===== src/hw/mtf_regs.svh =====
// constants for the modbus tcp server framing block
`ifndef MTF_REGS_SVH
`define MTF_REGS_SVH
`define MTF_TCP_PORT      16'h01f6
`define MTF_PROTO_ID      8'h00
`define MTF_EXC_FLAG      8'h80
`define MTF_EXC_LEN       16'h0003
`define MTF_ECHO_LEN      16'h0006
`define MTF_IDX_TXN_HI    4'h0
`define MTF_IDX_TXN_LO    4'h1
`define MTF_IDX_PID_HI    4'h2
`define MTF_IDX_PID_LO    4'h3
`define MTF_IDX_LEN_HI    4'h4
`define MTF_IDX_LEN_LO    4'h5
`define MTF_IDX_UNIT      4'h6
`define MTF_IDX_FUNC      4'h7
`define MTF_IDX_A_HI      4'h8
`define MTF_IDX_A_LO      4'h9
`define MTF_IDX_N_HI      4'ha
`define MTF_IDX_N_LO      4'hb
`define MTF_IDX_FULL      4'hc
`define MTF_IDX_EXC_LAST  4'h8
`define MTF_IDX_ECHO_LAST 4'hb
`define MTF_IDX_HDR_LAST  4'h6
`define MTF_FC_READ_HOLD  8'h03
`define MTF_FC_READ_IN    8'h04
`define MTF_FC_WRITE_ONE  8'h06
`define MTF_FC_DIAG       8'h08
`define MTF_FC_WRITE_MANY 8'h10
`define MTF_FC_READ_WRITE 8'h17
`define MTF_ERR_FUNC      8'h01
`define MTF_ERR_ADDR      8'h02
`define MTF_ERR_VALUE     8'h03
`define MTF_ERR_DEVICE    8'h04
`define MTF_ERR_BUSY      8'h06
`define MTF_IN_BASE       16'h0000
`define MTF_IN_TOP        16'h00ff
`define MTF_OUT_BASE      16'h0800
`define MTF_OUT_TOP       16'h08ff
`define MTF_MAX_WORDS     16'h007d
`define MTF_DIAG_ECHO     16'h0000
`endif


===== src/hw/mtf_pkg.sv =====
// types for the modbus tcp server framing block
package mtf_pkg;
  // transport facts that travel with each received byte
  typedef struct packed {
    logic        isTcp;
    logic [15:0] dstPort;
    logic [31:0] dstIp;
  } mtf_rx_meta_t;

  // request handed to the application logic
  typedef struct packed {
    logic [15:0] txnId;
    logic [7:0]  unitId;
    logic [7:0]  func;
    logic [15:0] addr;
    logic [15:0] count;
  } mtf_req_t;

  typedef enum logic [2:0] {
    ST_RX   = 3'b000,
    ST_EVAL = 3'b001,
    ST_WAIT = 3'b010,
    ST_SEND = 3'b011,
    ST_APP  = 3'b100
  } mtf_state_t;

  typedef enum logic [1:0] {
    K_EXC  = 2'b00,
    K_ECHO = 2'b01,
    K_APP  = 2'b10
  } mtf_kind_t;
endpackage


===== src/hw/mtf_server_framing.sv =====
// modbus tcp server framing: header check, echo and exception replies
// How it works
// - only requests to tcp port 502 are taken as modbus frames
// - frames that did not arrive over tcp are ignored here
// - modbus framing runs from reset with no enable at all
// - header is seven bytes, function at byte 7, protocol id zero
// - transaction id bytes 0 and 1 copied unchanged into the reply
// - any unit id accepted and echoed in byte 6
// - byte 5 counts following bytes, byte 4 zero below 256
// - unserved requests get function field plus one error code byte
// - exception function field is request function plus 0x80
// - code 1 for unknown function, code 3 for bad values
// - code 2 when start address or word count is out of range
// - code 4 when watchdog expired or terminal bus faulted
// - code 6 for output writes while another station owns outputs
// - requests must target the user set four byte ip address
// - six byte station address: maker id then unit serial number
// - single register write answered with a copy of the request
`timescale 1ns/1ps
`include "mtf_regs.svh"
module mtf_server_framing #(
  parameter logic [23:0] MAKER_ID  = 24'h5a5a5a, // arbitrary value
  parameter logic [23:0] SERIAL_NO = 24'h000001  // arbitrary value
) (
  input  wire logic                  clk_sys,
  input  wire logic                  arst_n,
  input  wire logic [31:0]           ipAddress,
  output logic [47:0]                stationHwAddress,
  input  wire logic                  rxValid,
  input  wire logic [7:0]            rxData,
  input  wire logic                  rxLast,
  input  wire mtf_pkg::mtf_rx_meta_t rxMeta,
  output logic                       rxReady,
  output logic                       txValid,
  output logic [7:0]                 txData,
  output logic                       txLast,
  input  wire logic                  txReady,
  input  wire logic                  watchdogExpired,
  input  wire logic                  termBusFault,
  input  wire logic                  outputsOwnedElsewhere,
  output logic                       reqStrobe,
  output mtf_pkg::mtf_req_t          reqInfo,
  input  wire logic                  appValid,
  input  wire logic [7:0]            appData,
  input  wire logic                  appLast,
  input  wire logic [7:0]            appLen,
  output logic                       appReady
);

  mtf_pkg::mtf_state_t state_r;
  mtf_pkg::mtf_kind_t  kind_r;
  logic [7:0]          hdr_r [0:11];
  logic [3:0]          rxIdx_r;
  logic                rxBad_r;
  logic [3:0]          txIdx_r;
  logic [7:0]          excCode_r;
  logic [15:0]         lenField_r;
  logic                txValid_r;
  logic [7:0]          txData_r;
  logic                txLast_r;
  logic                reqStrobe_r;
  mtf_pkg::mtf_req_t   reqInfo_r;

  // word range check shared by all address-bearing functions
  function automatic logic rangeOk(input logic [15:0] a,
                                   input logic [15:0] n,
                                   input logic [15:0] base,
                                   input logic [15:0] top);
    logic [16:0] lastWord;
    lastWord = {1'b0, a} + {1'b0, n} - 17'h00001;
    rangeOk  = (n != 16'h0000) && (n <= `MTF_MAX_WORDS) &&
               (a >= base) && (lastWord <= {1'b0, top});
  endfunction

  // station address and ip match
  assign stationHwAddress = {MAKER_ID, SERIAL_NO};
  wire metaOk = rxMeta.isTcp &&
                (rxMeta.dstPort == `MTF_TCP_PORT) &&
                (rxMeta.dstIp == ipAddress);

  // byte that would land in the protocol id slots must be zero
  wire pidSlot = (rxIdx_r == `MTF_IDX_PID_HI) ||
                 (rxIdx_r == `MTF_IDX_PID_LO);
  wire byteBad = !metaOk ||
                 (pidSlot && (rxData != `MTF_PROTO_ID));
  wire rxTake  = rxValid && rxReady;

  // request fields decoded from the captured header
  wire [7:0]  reqFunc  = hdr_r[`MTF_IDX_FUNC];
  wire [15:0] reqAddr  = {hdr_r[`MTF_IDX_A_HI], hdr_r[`MTF_IDX_A_LO]};
  wire [15:0] reqCount = {hdr_r[`MTF_IDX_N_HI], hdr_r[`MTF_IDX_N_LO]};
  wire [15:0] reqLen   = {hdr_r[`MTF_IDX_LEN_HI], hdr_r[`MTF_IDX_LEN_LO]};
  wire        fullBody = (rxIdx_r == `MTF_IDX_FULL);

  wire isRdHold = reqFunc == `MTF_FC_READ_HOLD;
  wire isRdIn   = reqFunc == `MTF_FC_READ_IN;
  wire isWrOne  = reqFunc == `MTF_FC_WRITE_ONE;
  wire isDiag   = reqFunc == `MTF_FC_DIAG;
  wire isWrMany = reqFunc == `MTF_FC_WRITE_MANY;
  wire isRdWr   = reqFunc == `MTF_FC_READ_WRITE;
  wire known    = isRdHold || isRdIn || isWrOne || isDiag ||
                  isWrMany || isRdWr;
  wire isWrite  = isWrOne || isWrMany || isRdWr;

  // address and count checks per function
  wire inOk    = rangeOk(reqAddr, reqCount, `MTF_IN_BASE, `MTF_IN_TOP);
  wire outOk   = rangeOk(reqAddr, reqCount, `MTF_OUT_BASE, `MTF_OUT_TOP);
  wire oneOk   = rangeOk(reqAddr, 16'h0001, `MTF_OUT_BASE, `MTF_OUT_TOP);
  wire addrOk  = isRdHold ? (inOk || outOk) :
                 isRdIn   ? inOk :
                 isWrOne  ? oneOk :
                 isWrMany ? outOk :
                 isRdWr   ? inOk : 1'b1;
  wire echoLen = reqLen == `MTF_ECHO_LEN;
  wire valueOk = fullBody &&
                 (!(isWrOne || isDiag) || echoLen) &&
                 (!isDiag || (reqAddr == `MTF_DIAG_ECHO));

  // exception code selection in priority order
  wire [7:0] errCode =
    !known                          ? `MTF_ERR_FUNC :
    (watchdogExpired||termBusFault) ? `MTF_ERR_DEVICE :
    (isWrite&&outputsOwnedElsewhere)? `MTF_ERR_BUSY :
    !addrOk                         ? `MTF_ERR_ADDR :
    !valueOk                        ? `MTF_ERR_VALUE :
                                      8'h00;
  wire needExc = errCode != 8'h00;
  wire [1:0] evalKindBits = needExc ? mtf_pkg::K_EXC :
                            (isWrOne || isDiag) ? mtf_pkg::K_ECHO :
                            mtf_pkg::K_APP;
  wire [3:0] lastIdx = (kind_r == mtf_pkg::K_EXC)  ? `MTF_IDX_EXC_LAST :
                       (kind_r == mtf_pkg::K_ECHO) ? `MTF_IDX_ECHO_LAST :
                                                     `MTF_IDX_HDR_LAST;

  // reply byte at a given index
  function automatic logic [7:0] frameByte(input logic [3:0] idx);
    logic [7:0] b;
    b = 8'h00;
    if (idx == `MTF_IDX_TXN_HI || idx == `MTF_IDX_TXN_LO ||
        idx == `MTF_IDX_UNIT) begin
      b = hdr_r[idx];
    end else if (idx == `MTF_IDX_PID_HI || idx == `MTF_IDX_PID_LO) begin
      b = `MTF_PROTO_ID;
    end else if (idx == `MTF_IDX_LEN_HI) begin
      b = lenField_r[15:8];
    end else if (idx == `MTF_IDX_LEN_LO) begin
      b = lenField_r[7:0];
    end else if (kind_r == mtf_pkg::K_EXC && idx == `MTF_IDX_FUNC) begin
      b = hdr_r[`MTF_IDX_FUNC] | `MTF_EXC_FLAG;
    end else if (kind_r == mtf_pkg::K_EXC) begin
      b = excCode_r;
    end else if (idx <= `MTF_IDX_ECHO_LAST) begin
      b = hdr_r[idx];
    end
    frameByte = b;
  endfunction

  // handshake decode
  wire       txFire   = txValid_r && txReady;
  wire       sendEnd  = (state_r == mtf_pkg::ST_SEND) && txFire &&
                        (txIdx_r == lastIdx);
  wire [3:0] txIdxInc = txIdx_r + 4'h1;
  logic [7:0] nextByte;
  // a process, so that header and kind read inside the function wake it
  always_comb begin
    nextByte = frameByte(txIdxInc);
  end
  wire       appSlot  = !txValid_r || txReady;
  assign rxReady  = state_r == mtf_pkg::ST_RX;
  assign appReady = (state_r == mtf_pkg::ST_APP) && appSlot &&
                    !(txValid_r && txLast_r);
  assign txValid   = txValid_r;
  assign txData    = txData_r;
  assign txLast    = txLast_r;
  assign reqStrobe = reqStrobe_r;
  assign reqInfo   = reqInfo_r;

  // header capture, first twelve bytes kept
  always_ff @(posedge clk_sys or negedge arst_n) begin
    if (!arst_n) begin
      for (int i = 0; i < 12; i++) begin
        hdr_r[i] <= 8'h00;
      end
    end else if (rxTake && !rxIdx_r[3]) begin
      hdr_r[rxIdx_r] <= rxData;
    end else if (rxTake && rxIdx_r < `MTF_IDX_FULL) begin
      hdr_r[rxIdx_r] <= rxData;
    end
  end

  // saturating byte index; frame is good once every byte passed and
  // the function byte arrived
  wire [3:0] rxIdxNext = (rxIdx_r == `MTF_IDX_FULL) ? rxIdx_r :
                                                       rxIdx_r + 4'h1;
  wire       frameGood = !rxBad_r && !byteBad &&
                         (rxIdx_r >= `MTF_IDX_FUNC);

  // receive index and frame validity; a dropped frame restarts at byte 0
  always_ff @(posedge clk_sys or negedge arst_n) begin
    if (!arst_n) begin
      rxIdx_r <= 4'h0;
      rxBad_r <= 1'b0;
    end else if (rxTake && rxLast) begin
      rxIdx_r <= frameGood ? rxIdxNext : 4'h0;
      rxBad_r <= 1'b0;
    end else if (rxTake) begin
      rxIdx_r <= rxIdxNext;
      rxBad_r <= rxBad_r | byteBad;
    end else if (state_r == mtf_pkg::ST_RX) begin
      rxIdx_r <= rxIdx_r;
    end else if (sendEnd || state_r == mtf_pkg::ST_APP) begin
      rxIdx_r <= 4'h0;
    end
  end

  // main sequencer
  always_ff @(posedge clk_sys or negedge arst_n) begin
    if (!arst_n) begin
      state_r <= mtf_pkg::ST_RX;
    end else begin
      unique case (state_r)
        mtf_pkg::ST_RX: begin
          if (rxTake && rxLast) begin
            state_r <= frameGood ? mtf_pkg::ST_EVAL : mtf_pkg::ST_RX;
          end
        end
        mtf_pkg::ST_EVAL: begin
          state_r <= (evalKindBits == mtf_pkg::K_APP) ?
                     mtf_pkg::ST_WAIT : mtf_pkg::ST_SEND;
        end
        mtf_pkg::ST_WAIT: begin
          if (appValid) begin
            state_r <= mtf_pkg::ST_SEND;
          end
        end
        mtf_pkg::ST_SEND: begin
          if (sendEnd) begin
            state_r <= (kind_r == mtf_pkg::K_APP) ?
                       mtf_pkg::ST_APP : mtf_pkg::ST_RX;
          end
        end
        mtf_pkg::ST_APP: begin
          if (txValid_r && txLast_r && txReady) begin
            state_r <= mtf_pkg::ST_RX;
          end
        end
        default: state_r <= mtf_pkg::ST_RX;
      endcase
    end
  end

  // reply kind, code and length field
  always_ff @(posedge clk_sys or negedge arst_n) begin
    if (!arst_n) begin
      kind_r     <= mtf_pkg::K_EXC;
      excCode_r  <= 8'h00;
      lenField_r <= 16'h0000;
    end else if (state_r == mtf_pkg::ST_EVAL) begin
      kind_r     <= mtf_pkg::mtf_kind_t'(evalKindBits);
      excCode_r  <= errCode;
      lenField_r <= needExc ? `MTF_EXC_LEN : reqLen;
    end else if (state_r == mtf_pkg::ST_WAIT && appValid) begin
      lenField_r <= {8'h00, appLen} + 16'h0001;
    end
  end

  // request hand-off to the application for accepted requests other than diagnostics
  always_ff @(posedge clk_sys or negedge arst_n) begin
    if (!arst_n) begin
      reqStrobe_r <= 1'b0;
      reqInfo_r   <= '0;
    end else begin
      reqStrobe_r <= (state_r == mtf_pkg::ST_EVAL) && !needExc && !isDiag;
      if (state_r == mtf_pkg::ST_EVAL) begin
        reqInfo_r <= '{txnId: {hdr_r[`MTF_IDX_TXN_HI],
                               hdr_r[`MTF_IDX_TXN_LO]},
                       unitId: hdr_r[`MTF_IDX_UNIT],
                       func: reqFunc, addr: reqAddr, count: reqCount};
      end
    end
  end

  // transmit byte register
  always_ff @(posedge clk_sys or negedge arst_n) begin
    if (!arst_n) begin
      txIdx_r   <= 4'h0;
      txValid_r <= 1'b0;
      txData_r  <= 8'h00;
      txLast_r  <= 1'b0;
    end else if ((state_r == mtf_pkg::ST_EVAL && needExc) ||
                 (state_r == mtf_pkg::ST_EVAL && (isWrOne || isDiag)) ||
                 (state_r == mtf_pkg::ST_WAIT && appValid)) begin
      txIdx_r   <= 4'h0;
      txValid_r <= 1'b1;
      txData_r  <= hdr_r[`MTF_IDX_TXN_HI]; // byte 0 stands with valid
      txLast_r  <= 1'b0;
    end else if (state_r == mtf_pkg::ST_SEND && txIdx_r == 4'h0 &&
                 !txFire) begin
      txData_r  <= hdr_r[`MTF_IDX_TXN_HI];
    end else if (sendEnd) begin
      txValid_r <= 1'b0;
      txLast_r  <= 1'b0;
    end else if (state_r == mtf_pkg::ST_SEND && txFire) begin
      txIdx_r   <= txIdxInc;
      txData_r  <= nextByte;
      txLast_r  <= (txIdxInc == lastIdx) && (kind_r != mtf_pkg::K_APP);
    end else if (state_r == mtf_pkg::ST_APP && appSlot) begin
      txValid_r <= appValid && appReady;
      txData_r  <= appValid ? appData : txData_r;
      txLast_r  <= appValid && appReady && appLast;
    end
  end

endmodule

===== config.mk =====
export PLATFORM = sky130hd
export DESIGN_NAME = mtf_server_framing
export DESIGN_NICKNAME = d
export VERILOG_FILES = /design/src/hw/mtf_pkg.sv /design/src/hw/mtf_server_framing.sv
export VERILOG_INCLUDE_DIRS = /design/src /design/src/hw
export SDC_FILE = /design/constraint.sdc
export NUM_CORES = 1
export LEC_CHECK = 0
export ABC_AREA = 1
export ABC_CLOCK_PERIOD_IN_PS = 4280
export BUFFER_PORTS_ARGS = -buffer_cell sky130_fd_sc_hd__buf_2
export CORE_ASPECT_RATIO = 0.5
export CORE_MARGIN = 2
export CORE_UTILIZATION = 56
export DETAILED_ROUTE_END_ITERATION = 12
export HOLD_SLACK_MARGIN = 0.1
export PLACE_DENSITY = 0.79
export SLEW_MARGIN = 40
export SYNTH_ARGS = -nofsm -noshare
export SYNTH_HDL_FRONTEND = slang
export SYNTH_SLANG_ARGS = --single-unit
export TNS_END_PERCENT = 20

===== constraint.sdc =====
create_clock -name clk_sys -period 4.28 [get_ports clk_sys]
set_input_delay 0.642 -clock clk_sys [delete_from_list [all_inputs] [get_ports clk_sys]]
set_output_delay 0.642 -clock clk_sys [all_outputs]
set_load 0.02 [all_outputs]

==> impl_results.md, run 1 <==
- Final Critical Period: 3.738 ns
- Number of rows created at floorplan: 38
- Class of the tightest hold or removal check: in -> reg
- Synth Cell Area: 12390 um2
- Die Wd: 214.4 um
- Detail Route Antenna Nets: 0
- Pwr/cell area: 421.7 nW/um2
- Net switching share of the total power: 35.45%
- Leakage power: 7.362 nW
- Most common cell type on the critical path: nand2_1
- Fraction of final layout cells sized beyond drive strength 1: 15.82%
- First-pass GRT wire length: 58460 um
- Library cell occupying the most area in the post-synthesis netlist: dfrtp_1
- Overall routing resource usage: 31.61%
- Result of the run: completed
- Overflow left after global routing: 0
- Largest fanout on the critical path: 10
- Number of standard cells in the layout, taps in and fillers out: 2178
- Footprint of the multi-input gates: 5992 um2
- Fill count: 1953
- CTS buffer count: 20
- Most common cell after layout, fill and taps aside: nand2_1
- Count of TritonRoute iterations in the first routing pass: 6
- Total area of sequential cells: 5105 um2
- EDFF count, synth: 0
- Sequential element share of the synthesized area: 41.20%
- Setup repair bufs after CTS: 0
- Distinct cells, synth: 55
- Number of vias per cell: 5.548
- Maximum buffer depth of the clock tree: 3
- Placed wire-length estimate after detailed placement: 27770 um
- Number of max-slew violations in the final report: 0
- H-tree depth: 1
- I/O Buffers: 191
- Post-detailed-routing wire length: 37320 um
- Fraction of power consumed by combinational cells: 27.7%
- Proportion of netlist area held by the largest area contributor: 41.20%
- Clock network fraction of design power: 32.3%
- Weighted congestion reported at the end of routability-driven placement: 0.9767
- Highest-delay cell along the critical path: dfrtp_1
- Worst-case vdd ir drop: 0.2256 mV
- Max Cap Viol: 0
- Average size of a mapped cell: 7.327 um2
- Synth warnings: 0
- Number of nets in the final layout: 2021
- Clock transition at the register clock pins on the worst setup and hold paths after CTS: 0.07 ns
- Starting utilization of the core area: 57.15%
- Iter 0 DRT Violations: 1454
- Sum of negative setup slack: 0 ns
- Minimum setup slack after placement: 0.6212 ns
- Async SR Flop Fraction: 100.0%
- Routed vias: 12080
- Cell types occupying the most area after synthesis: dfrtp_1 41%, nand2_1 13%, o21ai_0 9.4%, inv_1 7.1%, ha_1 4.1%
- Largest clock skew in the final design: 0.01071 ns
- Number of global-route vias before repair: 10850
- Cells after DPL: 2140
- Chip Height: 109.2 um
- Transition time at the pin with the least slew margin: 0.8565 ns
- Number of instances in the synthesized netlist: 1691
- Nature of the critical path endpoint: register
- Worst endpoint data arrival time: 4.18 ns
- Finish-stage setup viols: 0
- Fraction of the core area covered by cells at the end of the flow: 65.70%
- Final worst-path setup slack: 0.5423 ns
- Largest net degree at the start of global routing: 104
- Remaining DRCs: 0
- Most frequent cells in the layout: 431 x nand2_1, 235 x inv_1, 233 x o21ai_0
- Power share of the sequential group: 40.0%
- Resize count post-CTS: 0
- Startpoint type of the worst setup path: register
- Clk Tree Root Cell: clkbuf_16
- Clock latency of the later-clocked register in the worst-skew pair: 0.51 ns
- Area added between synthesis and finish: 14.97%
- FMAX: 267.5 MHz
- Portion of the clock cycle consumed by the worst path in the final layout: 87.33%
- Total Die Area: 23400 um2
- Ys flop type: dfrtp_1
- Count of pins on the block boundary: 240
- Clock tree from TritonCTS: done
- Endpoints failing hold: 0
- Unrepaired setup endpoints after global routing: false
- Start-to-end type of the worst setup path: reg -> reg
- Wire per inst: 17.14 um
- Count of hold buffers inserted by post-cts repair: 0
- Number of clock sinks: 204
- Worst slack on hold paths: 0.4400 ns
- Number of antenna violations at the first check in global routing: 4
- Max-slew headroom: 42.55%
- Area of the placeable core: 21680 um2
- Net Sw Power: 2.130 mW
- Largest stage delay on the critical path: 0.39 ns
- Internal power: 3.878 mW
- Total of flip-flops plus latches after synthesis: 204
- WP data required: 4.72 ns
[power by group through the flow]
stage / sequential (mW) / combinational [mW] / clock, mW
final: 2.41 / 1.66 / 1.94
after detailed placement: 2.43 / 1.61 / 0
after CTS: 2.40 / 1.63 / 1.95
after global placement: 2.42 / 1.58 / 0
after floorplan: 2.37 / 1.15 / 0
after global routing: 2.43 / 1.87 / 2.02
[routing by layer]
metal	share of wire [%]	track usage, %
met3	11	6.527
met5	0	0
met1	43	44.94
met2	44	49.68
met4	2.3	8.284
[critical path, delay by kind of cell (launching register included)]
family          cells  cell delay [ns]
compound gates      1             0.32
fa+ha+maj           3             0.80
buf+inv             4             0.34
flops               1             0.39
simple gates       18             1.78
[final cells by class]
class,count,share of cell area [%]
sequential,204,35.84
clock buffer,28,4.365
clock inverter,7,0.6412
multi-input combinational,1184,42.06
antenna,1,0.01757
timing repair buffer,209,7.975
tap,300,2.635
inverter,245,6.465
[final timing paths]
check / cells past startpoint / slack (ns) / startpoint / endpoint
hold reg to reg: 2 / 0.47 / reqInfo[42]$_DFFE_PN0P_ / reqInfo[42]$_DFFE_PN0P_
setup reg to reg: 26 / 0.54 / hdr_r[1]$_DFFE_PN0P_ / txData[0]$_DFFE_PN0P_
hold / removal: 3 / 0.44 / appValid / txValid$_DFFE_PN0P_
setup / recovery: 26 / 0.54 / hdr_r[1]$_DFFE_PN0P_ / txData[0]$_DFFE_PN0P_
min in group asynchronous: 2 / 0.63 / arst_n / reqInfo[9]$_DFFE_PN0P_
max in group asynchronous: 3 / 2.90 / arst_n / hdr_r[2]$_DFFE_PN0P_
[per-stage QoR]
step                      cell area [um2]  power (mW)
after floorplan                     12560       3.519
after global placement              13470       3.999
after detailed placement            13480       4.040
after CTS                           14200       5.970
after global routing                14240       6.326
final                               14240       6.008
[cell usage after synthesis (all sizes together), types with 2 or more instances]
master,count
xor2,11
o221ai,2
nor4,17
nand3,52
o211ai,17
a211oi,2
dfrtp,204
o22ai,14
buf,53
nor2,100
xnor2,7
a221oi,3
ha,41
or4,2
o21ai,238
nor3,23
a31oi,6
nand4,42
conb,2
a22oi,5
clkbuf,49
nand3b,2
and2,5
nand2,444
inv,244
or2,2
a21oi,91
[state kept, by name, indices dropped and copies added (netlist names)]
register and flops:
reqInfo 64, txData 8, lenField_r 16, reqStrobe 1
rxIdx_r 4, txIdx_r 4, excCode_r 3, kind_r 2
state_r 3, txValid 1, reqFunc 8, txLast 1
rxBad_r 1, hdr_r 88
[logic make-up after synthesis]
kind of cell,count (synthesis),synth area share (%)
and+or+nand+nor,691,24.32
AOI/OAI and AO/OA,384,16.65
buffers and inverters,349,12.12
DFF,204,41.20
adders and majority gates,42,4.302
xor gates and xnor gates,18,1.272
other,2,0.06061
muxes,1,0.08079
No activity file was read; power rests on OpenSTA's default activity.
==> run 2, diff against run 1 <==
--- a/config.mk
+++ b/config.mk
@@ -9,7 +9,7 @@
 export ABC_AREA = 1
 export ABC_CLOCK_PERIOD_IN_PS = 4280
 export BUFFER_PORTS_ARGS = -buffer_cell sky130_fd_sc_hd__buf_2
-export CORE_ASPECT_RATIO = 0.5
+export CORE_ASPECT_RATIO = 0.9
 export CORE_MARGIN = 2
 export CORE_UTILIZATION = 56
 export DETAILED_ROUTE_END_ITERATION = 12
==> run 2 against run 1 <==
Compared with the run above: worst hold slack worse by 0.34 ns; largest power group unchanged; via count down 0.31%; die area decreased by 0.30%.
==> impl_results.md, run 2 (synthesis gave the netlist of run 1 again) <==
- Clk Tree Root Cell: clkbuf_16
- Power share of the sequential group: 39.9%
- Transition time at the pin with the least slew margin: 0.8511 ns
- Worst endpoint data arrival time: 4.12 ns
- Iter 0 DRT Violations: 1110
- Chip Height: 145.1 um
- Number of nets in the final layout: 2022
- Clock network fraction of design power: 32.2%
- Number of antenna violations at the first check in global routing: 0
- Max Cap Viol: 0
- Die Wd: 160.8 um
- Total Die Area: 23330 um2
- Routed vias: 12050
- Weighted congestion reported at the end of routability-driven placement: 0.9852
- Pwr/cell area: 427.4 nW/um2
- WP data required: 4.66 ns
- Leakage power: 7.378 nW
- Placed wire-length estimate after detailed placement: 28180 um
- Overflow left after global routing: 0
- CTS buffer count: 23
- Remaining DRCs: 0
- Startpoint type of the worst setup path: register
- First-pass GRT wire length: 58780 um
- Endpoints failing hold: 0
- Net Sw Power: 2.191 mW
- Maximum buffer depth of the clock tree: 3
- Largest net degree at the start of global routing: 95
- I/O Buffers: 191
- Portion of the clock cycle consumed by the worst path in the final layout: 87.17%
- Antenna diode count: 0
- Net switching share of the total power: 35.98%
- Number of global-route vias before repair: 11020
- Clock tree from TritonCTS: done
- Number of standard cells in the layout, taps in and fillers out: 2172
- Most common cell after layout, fill and taps aside: nand2_1
- Final worst-path setup slack: 0.5490 ns
- Final Critical Period: 3.731 ns
- Post-detailed-routing wire length: 37870 um
- Minimum setup slack after placement: 0.6218 ns
- Class of the tightest hold or removal check: in -> async
- Cells after DPL: 2131
- Number of max-slew violations in the final report: 0
- Largest fanout on the critical path: 10
- FMAX: 268.0 MHz
- Overall routing resource usage: 31.68%
- Starting utilization of the core area: 57.11%
- Resize count post-CTS: 0
- Worst-case vdd ir drop: 0.3093 mV
- Number of flip-flops in the largest register: 88
- Start-to-end type of the worst setup path: reg -> reg
- Detail Route Antenna Nets: 0
- Internal power: 3.897 mW
- Number of clock sinks: 204
- Area of the placeable core: 21700 um2
- Max-slew headroom: 42.91%
- Finish-stage setup viols: 0
- Fraction of final layout cells sized beyond drive strength 1: 16.00%
- Area added between synthesis and finish: 14.97%
- Clock transition at the register clock pins on the worst setup and hold paths after CTS: 0.06 ns
- Worst slack on hold paths: 0.09608 ns
- Final Total Pwr: 6.088 mW
- Result of the run: completed
- Nature of the critical path endpoint: register
- Unrepaired setup endpoints after global routing: false
- Count of TritonRoute iterations in the first routing pass: 6
- Sum of negative setup slack: 0 ns
- Clock latency of the later-clocked register in the worst-skew pair: 0.53 ns
- Setup repair bufs after CTS: 0
- Largest Register: hdr_r
- Count of hold buffers inserted by post-cts repair: 0
- Wire per inst: 17.43 um
- Count of pins on the block boundary: 240
- Largest clock skew in the final design: 0.01809 ns
- Most frequent cells in the layout: 431 x nand2_1, 235 x inv_1, 233 x o21ai_0
- H-tree depth: 1
- Fraction of power consumed by combinational cells: 27.9%
- Number of rows created at floorplan: 51
- Number of vias per cell: 5.546
## run 2: changes by cell type in the layout (fill, tap and decap cells not counted), sizes merged
cell         previous run  this run
clkbuf                 28        32
clkinv                  6         9
buf                   208       207
bufinv                  2         1
clkinvlp                1         0
diode                   1         0
dlygate4sd3             1         0
inv                   243       244
## run 2: through the flow
step | instance area, um2 | util, %
CTS | 14230 | 65.58
global route | 14240 | 65.66
finish | 14240 | 65.66
floorplan | 12560 | -
global placement | 13460 | 62.04
detailed placement | 13470 | 62.10
## run 2: final cells by class
type                       instances  area (um2)
timing repair buffer             207        1099
sequential                       204        5105
fill                            1943        7451
clock buffer                      32       669.4
tap                              291       364.1
inverter                         245       920.9
multi-input combinational       1184        6002
clock inverter                     9       85.08
## run 2: worst paths after layout
kind                                          from                   endpoint  slack, ns  cells after the start
max                           hdr_r[1]$_DFFE_PN0P_  lenField_r[0]$_DFFE_PN0P_       0.55                     23
min                                         arst_n    reqInfo[28]$_DFFE_PN0P_        0.1                      1
max reg2reg                   hdr_r[1]$_DFFE_PN0P_  lenField_r[0]$_DFFE_PN0P_       0.55                     23
min reg2reg                reqInfo[43]$_DFFE_PN0P_    reqInfo[43]$_DFFE_PN0P_       0.47                      2
max in group asynchronous                   arst_n        txValid$_DFFE_PN0P_       3.29                      2
min in group clk_sys                        rxLast        rxBad_r$_DFFE_PN0P_       0.42                      4
## run 2: worst max-delay path: stages (launching register included)
cell	delay, ns
dfrtp_1	0.39
inv_1	0.16
ha_1	0.26
inv_1	0.06
ha_1	0.19
inv_1	0.06
fa_1	0.37
inv_1	0.09
nand2_1	0.05
nand2_1	0.07
and2_1	0.14
nand2_2	0.06
nand3_2	0.05
nand2_1	0.05
nand2_1	0.09
nand2_1	0.08
nor2_2	0.14
nand4_1	0.15
nand2_1	0.16
nand4_2	0.11
nand2_2	0.12
nand4_1	0.37
o21ai_1	0.24
o21ai_0	0.11
## run 2: power groups by stage
stage,sequential (mW),combinational (mW),clock [mW]
detailed placement,2.45,1.64,0
global placement,2.44,1.61,0
global route,2.45,1.91,2.06
CTS,2.41,1.66,1.98
floorplan,2.37,1.15,0
finish,2.43,1.70,1.96
## run 2: routing by layer
metal / vias up / share of wire, % / track usage [%]
met2: 641 / 44 / 48.02
li1: 5781 / - / -
met5: - / 0 / 0
met4: 0 / 2.0 / 7.098
met1: 5561 / 43 / 45.74
met3: 63 / 11 / 8.491
